`config.mk`:
```
export PLATFORM = sky130hd
export DESIGN_NAME = system_clock_select_divider
export DESIGN_NICKNAME = d
export VERILOG_FILES = /design/src/pkg/sysclk_pkg.sv /design/src/pkg/clk_tick_if.sv /design/src/hdl/source_prescaler.sv /design/src/hdl/system_clock_select_divider.sv
export SDC_FILE = /design/constraint.sdc
export NUM_CORES = 1
export LEC_CHECK = 0
export BUFFER_PORTS_ARGS = -buffer_cell sky130_fd_sc_hd__buf_2
export CAP_MARGIN = 20
export CORE_ASPECT_RATIO = 0.9
export CORE_MARGIN = 2
export CORE_UTILIZATION = 40
export DETAILED_ROUTE_END_ITERATION = 7
export PLACE_DENSITY_LB_ADDON = 0.25
export SLEW_MARGIN = 20
export SYNTH_ARGS = -nofsm -noshare
export SYNTH_HDL_FRONTEND = slang
export SYNTH_SLANG_ARGS = --single-unit
```
`constraint.sdc`:
```
create_clock -name hclk -period 1.85 [get_ports hclk]
set_input_delay 0.185 -clock hclk [delete_from_list [all_inputs] [get_ports hclk]]
set_output_delay 0.185 -clock hclk [all_outputs]
set_load 0.02 [all_outputs]
```
`src/pkg/sysclk_pkg.sv`:
```
// package: register map, field positions, reset values and timing counts
// for the system clock select and divide block.
// assumes one 40 MHz clock; hclk stands for the 4x multiplier rate.
package sysclk_pkg;
	// register byte offsets
	localparam logic [7:0] PWR_MGMT_OFS  = 8'h00;
	localparam logic [7:0] CLK_RDY_OFS   = 8'h04;

	// power_management_reg fields
	localparam int CD_HI_POS     = 7;
	localparam int CD_LO_POS     = 6;
	localparam int MUL_EN_POS    = 4;
	localparam int MUL_FACT_POS  = 3;

	// clock_ready_control_reg fields
	localparam int CLK_RDY_POS   = 3;
	localparam int RING_MODE_POS = 2;

	// clock divide select codes
	localparam logic [1:0] CD_MULT     = 2'h0;
	localparam logic [1:0] CD_RESVD    = 2'h1;
	localparam logic [1:0] CD_DIV4     = 2'h2;
	localparam logic [1:0] CD_DIV1024  = 2'h3;
	localparam logic [1:0] CD_RESET    = CD_DIV4;

	// hclk cycles per oscillator clock, divide ratio of the slow path
	localparam logic [9:0] PRESCALE_LAST = 10'h3FF; // 4 * 256 - 1
	localparam logic [1:0] OSC_LAST      = 2'h3;    // 4x rate / 4
	localparam logic [1:0] STATE_LAST    = 2'h3;    // four phases

	// multiplier stabilization timeout
	localparam int CLK_PERIOD_NS = 25;
	localparam int STAB_TIME_NS  = 25600;
	localparam int STAB_CYCLES   = (STAB_TIME_NS + CLK_PERIOD_NS - 1)
		/ CLK_PERIOD_NS;
	localparam int STAB_W        = 11;

	// ahb-lite encodings
	localparam logic [1:0] HTRANS_NONSEQ = 2'h2;
endpackage

```
`src/pkg/clk_tick_if.sv`:
```
// interface: one-cycle enable pulses from the source prescaler.
// assumes every pulse is on hclk and lasts one cycle.
`timescale 1ns/1ps
interface clk_tick_if;
	logic mul4_tick;  // 4x multiplier rate
	logic mul2_tick;  // 2x multiplier rate
	logic osc_tick;   // raw oscillator rate
	logic div256_tick; // oscillator / 256
	modport src (output mul4_tick, mul2_tick, osc_tick, div256_tick);
	modport dst (input mul4_tick, mul2_tick, osc_tick, div256_tick);
endinterface

```
`src/hdl/source_prescaler.sv`:
```
// source_prescaler: makes oscillator, 2x, 4x and /256 enable pulses.
// assumes hclk runs at the 4x multiplier rate of the oscillator.
`timescale 1ns/1ps
module source_prescaler (
	input  wire logic   hclk,
	input  wire logic   hresetn,
	clk_tick_if.src     ticks
);
	typedef struct packed {
		logic [9:0] cnt;
	} pre_s;

	pre_s st_r;
	pre_s st_nxt;

	////////////////////////////////////////////////////////////////
	// free running count; 2x, osc and /256 pulses are decoded from it, 4x is held high
	always_comb begin
		st_nxt     = st_r;
		st_nxt.cnt = st_r.cnt + 10'h001; // wraps at 1024
	end

	always_ff @(posedge hclk or negedge hresetn) begin
		if (!hresetn) begin
			st_r <= '0;
		end else begin
			st_r <= st_nxt;
		end
	end

	// osc and /256 share the counter so every /256 pulse is also an osc pulse
	assign ticks.mul4_tick   = 1'b1;
	assign ticks.mul2_tick   = st_r.cnt[0];
	assign ticks.osc_tick    = (st_r.cnt[1:0] == sysclk_pkg::OSC_LAST);
	assign ticks.div256_tick = (st_r.cnt == sysclk_pkg::PRESCALE_LAST);
endmodule // source_prescaler

```
`src/hdl/system_clock_select_divider.sv`:
```
// system_clock_select_divider: selects the system clock source, divides
// it into four state phases and holds the control registers on ahb-lite.
// assumes one hclk domain; every derived clock is an enable pulse.
// Operation
// [RQ1] three-way mux: multiplier, oscillator, oscillator/256
// [RQ2] timers clocked from selected system clock enable
// [RQ3] state generator always divides system clock by four
// [RQ4] decode select: 00 mult, 01 reserved, 10, 11
// [RQ5] factor bit one gives 4x, zero gives 2x
// [RQ6] reset select field is 10, divide by four
// [RQ7] new selection applies one machine cycle later
// [RQ8] division applies to every clocked function
// [RQ9] changes away from non-10 must go via 10
// [RQ10] enable changes only at 10, ring off; clear restarts timeout
// [RQ11] ready low while stabilizing; software cannot set it
// [RQ12] source switches only at machine cycle boundary
`timescale 1ns/1ps
module system_clock_select_divider (
	input  wire logic        hclk,
	input  wire logic        hresetn,
	input  wire logic        hsel,
	input  wire logic [7:0]  haddr,
	input  wire logic [1:0]  htrans,
	input  wire logic        hwrite,
	input  wire logic [2:0]  hsize,
	input  wire logic [31:0] hwdata,
	input  wire logic        hready,
	output logic      [31:0] hrdata,
	output logic             hreadyout,
	output logic             hresp,
	output logic             sys_clk_en,
	output logic             machine_cycle_en,
	output logic      [1:0]  state_phase,
	output logic      [1:0]  active_divide_select
);
	typedef struct packed {
		logic                 wr_pend;     // write data phase pending
		logic [7:0]           wr_addr;
		logic [1:0]           cd_req;      // accepted, not yet applied
		logic [1:0]           cd_act;      // drives the mux
		logic [1:0]           apply_wait;  // machine cycles left to apply
		logic                 mul_en;
		logic                 mul_fact;
		logic                 ring_mode;
		logic                 clk_rdy;
		logic [sysclk_pkg::STAB_W-1:0] stab_cnt;
		logic [1:0]           phase;
	} ctl_s;

	ctl_s st_r;
	ctl_s st_nxt;

	clk_tick_if ticks ();

	source_prescaler u_prescaler (
		.hclk    (hclk),
		.hresetn (hresetn),
		.ticks   (ticks)
	);

	logic       addr_ok;
	logic       sel_tick;
	logic       mc_end;
	logic [1:0] new_cd;
	logic [7:0] wbyte;

	////////////////////////////////////////////////////////////////
	// source mux on the active select, held steady within a cycle
	always_comb begin
		unique case (st_r.cd_act)
			sysclk_pkg::CD_MULT:    sel_tick = st_r.mul_fact ?
				ticks.mul4_tick : ticks.mul2_tick; // see [RQ1] see [RQ5]
			sysclk_pkg::CD_DIV1024: sel_tick = ticks.div256_tick; // see [RQ4]
			default:                sel_tick = ticks.osc_tick; // see [RQ1]
		endcase
	end

	assign addr_ok = hsel && hready && (htrans == sysclk_pkg::HTRANS_NONSEQ);
	assign mc_end  = sel_tick && (st_r.phase == sysclk_pkg::STATE_LAST);
	assign wbyte   = hwdata[7:0];
	assign new_cd  = {wbyte[sysclk_pkg::CD_HI_POS], wbyte[sysclk_pkg::CD_LO_POS]};

	////////////////////////////////////////////////////////////////
	// control state: bus writes, pending select, stabilization timer
	always_comb begin
		st_nxt = st_r;

		// four state phases per machine cycle, whatever the source
		if (sel_tick) begin
			st_nxt.phase = st_r.phase + 2'h1; // see [RQ3]
		end

		// stabilization timeout; only hardware raises ready
		if (!st_r.clk_rdy) begin
			if (st_r.stab_cnt == sysclk_pkg::STAB_W'(sysclk_pkg::STAB_CYCLES - 1)) begin
				st_nxt.clk_rdy = 1'b1; // see [RQ11]
			end else begin
				st_nxt.stab_cnt = st_r.stab_cnt + 1'b1;
			end
		end

		// apply a pending select at the second cycle end after the write,
		// so a full machine cycle always passes and no phase is cut short
		if (st_r.apply_wait != 2'h0 && mc_end) begin
			st_nxt.apply_wait = st_r.apply_wait - 2'h1; // see [RQ7]
			if (st_r.apply_wait == 2'h1) begin
				st_nxt.cd_act = st_r.cd_req; // see [RQ12]
			end
		end

		// address phase capture
		st_nxt.wr_pend = addr_ok && hwrite;
		if (addr_ok) begin
			st_nxt.wr_addr = haddr;
		end

		// write data phase
		if (st_r.wr_pend && st_r.wr_addr == sysclk_pkg::PWR_MGMT_OFS) begin
			// select changes: reserved and illegal jumps are dropped
			if (new_cd != st_r.cd_req && new_cd != sysclk_pkg::CD_RESVD
				&& (st_r.cd_req == sysclk_pkg::CD_DIV4
				|| new_cd == sysclk_pkg::CD_DIV4) // see [RQ9]
				&& (new_cd != sysclk_pkg::CD_MULT
				|| (st_r.clk_rdy && st_r.mul_en))) begin // see [RQ11]
				st_nxt.cd_req     = new_cd; // see [RQ4]
				st_nxt.apply_wait = 2'h2; // see [RQ7]
			end
			// enable only moves at divide-by-4 with ring mode off
			if (st_r.cd_req == sysclk_pkg::CD_DIV4 && st_r.cd_act ==
				sysclk_pkg::CD_DIV4 && !st_r.ring_mode) begin // see [RQ10]
				st_nxt.mul_en = wbyte[sysclk_pkg::MUL_EN_POS];
				if (st_r.mul_en && !wbyte[sysclk_pkg::MUL_EN_POS]) begin
					st_nxt.clk_rdy  = 1'b0; // see [RQ10]
					st_nxt.stab_cnt = '0;
				end
			end
			// factor only changes while the multiplier is off
			if (!st_r.mul_en) begin
				st_nxt.mul_fact = wbyte[sysclk_pkg::MUL_FACT_POS]; // see [RQ5]
			end
		end else if (st_r.wr_pend && st_r.wr_addr == sysclk_pkg::CLK_RDY_OFS) begin
			// ready bit is read only; ring mode is stored and blocks enable changes
			st_nxt.ring_mode = wbyte[sysclk_pkg::RING_MODE_POS];
		end
	end

	always_ff @(posedge hclk or negedge hresetn) begin
		if (!hresetn) begin
			st_r            <= '0;
			st_r.cd_req     <= sysclk_pkg::CD_RESET; // see [RQ6]
			st_r.cd_act     <= sysclk_pkg::CD_RESET; // see [RQ6]
		end else begin
			st_r <= st_nxt;
		end
	end

	////////////////////////////////////////////////////////////////
	// read mux from register flops; zero wait, always okay
	always_comb begin
		hrdata = 32'h00000000;
		if (st_r.wr_addr == sysclk_pkg::PWR_MGMT_OFS) begin
			hrdata[sysclk_pkg::CD_HI_POS]    = st_r.cd_req[1];
			hrdata[sysclk_pkg::CD_LO_POS]    = st_r.cd_req[0];
			hrdata[sysclk_pkg::MUL_EN_POS]   = st_r.mul_en;
			hrdata[sysclk_pkg::MUL_FACT_POS] = st_r.mul_fact;
		end else if (st_r.wr_addr == sysclk_pkg::CLK_RDY_OFS) begin
			hrdata[sysclk_pkg::CLK_RDY_POS]   = st_r.clk_rdy;
			hrdata[sysclk_pkg::RING_MODE_POS] = st_r.ring_mode;
		end
	end

	assign hreadyout = 1'b1;
	assign hresp     = 1'b0;

	// timers and peripherals take the system clock enable
	assign sys_clk_en           = sel_tick; // see [RQ2] see [RQ8]
	assign machine_cycle_en     = mc_end; // see [RQ3]
	assign state_phase          = st_r.phase;
	assign active_divide_select = st_r.cd_act;
endmodule // system_clock_select_divider

```
==> flow_metrics.env <==
export IMPL_status="complete, but fails checks"
export IMPL_violations="setup timing"
export IMPL_root_buffer="clkbuf_8"
export IMPL_ctsLongestPathBuffers=2
export IMPL_timing_rr_end="active_divide_select[0]$_DFFE_PN0P_"
export IMPL_layout_commonest_cell="dfrtp_1"
export IMPL_p_int_mw=1.87
export IMPL_io_pins=90
export IMPL_clk_pin_slew_ps=80
export IMPL_final_cell_mix="dfrtp_1 (40), conb_1 (29), buf_2 (24)"
export IMPL_drc=0
export IMPL_clkSinkCount=42
export IMPL_clock_fmax_mhz=495
export IMPL_synth_yosys_warnings=0
export IMPL_viasPerCell=4.89
export IMPL_drtPass1Iterations=4
export IMPL_rr_worst_depth=7
export IMPL_drive_above_1_share_pct=30.2
export IMPL_wirelength_um=4220
export IMPL_die_height_um=77.8
export IMPL_crit_type="reg -> out"
export IMPL_synth_flop_cell="dfrtp_1"
export IMPL_cts_made_buffers=5
export IMPL_syn_mean_instance_area_sq_um=10.6
export IMPL_grt_overflow=0
export IMPL_final_core_util_pct=49.0
export IMPL_p_seq_share_pct=40.5
export IMPL_ant_nets=0
export IMPL_die_x_um=86.0
export IMPL_p_comb_share_pct=38.6
export IMPL_cp_arrival_ps=1840
export IMPL_worstSetupEndpointType="primary output"
export IMPL_start_util_pct=42.0
export IMPL_finalPower_mw=2.80
export IMPL_p_per_area_mw_per_mm2=993
export IMPL_fin_ws_ps=-172
export IMPL_min_path_type="in -> reg"
export IMPL_required_ps=1660
export IMPL_ys_types=46
export IMPL_hpwl_um=3120
export IMPL_min_delay_path_depth=3
export IMPL_synthToLayoutAreaGrowth_pct=16.7
export IMPL_dpl_cell_area_sq_mm=0.00262
export IMPL_power_leakage_nw=1.33
export IMPL_min_delay_start="hwrite"
export IMPL_worstSetupStartpointType="register"
export IMPL_switching_share_pct=33.2
export IMPL_pwr_share_clk_pct=20.9
export IMPL_worst_path_max_fanout=3
export IMPL_nFillCells=536
export IMPL_h_tree_depth=2
export IMPL_cts_tree="done"
export IMPL_tns_ps=-589
export IMPL_synth_seq_cells=42
export IMPL_async_flop_share_pct=100
export IMPL_core_area_sq_mm=0.00576
export IMPL_vias=1686
export IMPL_r2r_start="active_divide_select[1]$_DFFE_PN1P_"
export IMPL_max_cap_violations=0
export IMPL_antenna_found_initial=0
export IMPL_pre_cts_ws_ps=-78.7
export IMPL_synth_edf_count=0
export IMPL_drtIter0Drc=93
export IMPL_die_area_sq_mm=0.00669
export IMPL_grt_max_degree=25
export IMPL_fin_skew_ps=7.96
export IMPL_grt_pass1_wl_um=7490
export IMPL_antenna_cells=0
export IMPL_worstHoldEndpoint="st_r[31]$_DFF_PN0_"
export IMPL_irDropWorstVdd_mv=1.01
export IMPL_rsz0062_at_grt="yes"
export IMPL_post_place_cells=333
export IMPL_synth_area_sq_mm=0.00242
export IMPL_synth_cells=229
export IMPL_r2r_setup_slack_ps=-120
export IMPL_globalplace_congestion=0.773
export IMPL_period_share_pct=109
export IMPL_stdcell_area_sq_mm=0.00282
export IMPL_hold_viol_final=0
export IMPL_slew_viol_final=0
export IMPL_grt_pass1_vias=1652
export IMPL_period_minus_slack_ps=2020
export IMPL_setup_viol=6
export IMPL_fin_hold_ws_ps=85.3
export IMPL_instances_no_fill=345
export IMPL_port_buffers=30
export IMPL_insertion_delay_ps=290
export IMPL_yosysSeqAreaShare_pct=43.5
export IMPL_post_drt_wl_per_cell_um=12.2
export IMPL_num_rows=26
export IMPL_final_nets=332
export IMPL_p_switching_mw=0.931
export IMPL_grt_use_total_pct=14.0
==> worst max-delay path: stages, from the launching register on <==
cell and delay, ps:
dfstp_2 540, inv_2 40, ha_4 210, nand3b_1 210
nor4_4 220, nor2_2 80, nor2b_2 100, buf_4 140
==> how the worst max path moves through the flow <==
stage	end	slack, ps	from
after CTS	machine_cycle_en	-180	active_divide_select[1]$_DFFE_PN1P_
after global routing	machine_cycle_en	-270	active_divide_select[1]$_DFFE_PN1P_
after detailed placement	machine_cycle_en	-80	active_divide_select[1]$_DFFE_PN1P_
final	machine_cycle_en	-170	active_divide_select[1]$_DFFE_PN1P_
after global placement	machine_cycle_en	-70	active_divide_select[1]$_DFFE_PN1P_
after floorplan	state_phase[1]$_DFFE_PN0P_	8	active_divide_select[1]$_DFFE_PN1P_
==> cell families after synthesis <==
group | count (synthesis) | synth area share (%)
and+or+nand+nor | 74 | 19.1
buffers and inverters | 47 | 12.8
DFF | 42 | 43.5
AOI/OAI and AO/OA | 27 | 7.96
muxes | 18 | 8.22
xor gates and xnor gates | 11 | 3.98
adders and majority gates | 8 | 4.14
other | 2 | 0.310
==> flip-flops by register name, indices dropped and copies added (netlist names) <==
register / count
u_prescaler.st_r: 10
active_divide_select: 2
st_r: 28
state_phase: 2
==> synth_stat cells, drive strengths merged (2+ instances only) <==
cell	number	area share, %
a21oi	8	1.7
and2	7	1.9
and3	7	2.2
and4b	2	0.83
buf	35	11
conb	2	0.31
dfrtp	40	41
dfstp	2	2.2
ha	8	4.1
inv	11	1.7
mux2	15	7.0
mux2i	3	1.2
nand2	10	1.6
nand3	11	2.3
nand3b	3	0.93
nand4b	4	1.4
nor2	12	1.9
nor2b	3	0.78
nor3	3	0.62
nor4	2	1.4
nor4bb	2	0.83
o211ai	3	0.93
o21a	4	1.2
o21ai	2	0.41
o31ai	3	0.93
or4	4	1.2
xnor2	8	2.9
xor2	3	1.1
==> final cells by class <==
| class | instances | area (sq um) | area share (%) |
|---|---|---|---|
| Inverter | 11 | 41.3 | 1.46 |
| Tap cell | 70 | 87.6 | 3.10 |
| Multi-Input combinational cell | 167 | 1230 | 43.5 |
| Sequential cell | 42 | 1050 | 37.3 |
| Clock buffer | 6 | 72.6 | 2.57 |
| Timing Repair Buffer | 47 | 327 | 11.6 |
| Clock inverter | 2 | 13.8 | 0.487 |
==> power by group through the flow <==
stage | logic (mW) | registers [mW] | clock network, mW
floorplan | 0.703 | 1.13 | 0
global placement | 0.879 | 1.14 | 0
detailed placement | 0.889 | 1.15 | 0
CTS | 1.03 | 1.13 | 0.599
global route | 1.19 | 1.16 | 0.645
finish | 1.08 | 1.14 | 0.586
==> what timing repair did <==
item | in CTS | in global routing
setup endpoints to repair | 8 | 13
pin swaps | 5 | 1
setup buffers | 3 | 0
gates resized for setup | 11 | 13
hold buffers | 1 | 0
gates cloned | 0 | 0
hold endpoints to repair | 16 | 0
==> per-layer routing <==
metal,share of wire (%),vias to the layer above,routed length (um),GRT usage [%]
met1,47,809,2000,18.4
li1,-,830,-,-
met4,1.4,0,60,4.29
met5,0,-,0,0
met3,4.3,5,183,4.15
met2,47,42,1980,22.0
Power figures use the tool's default switching activity.
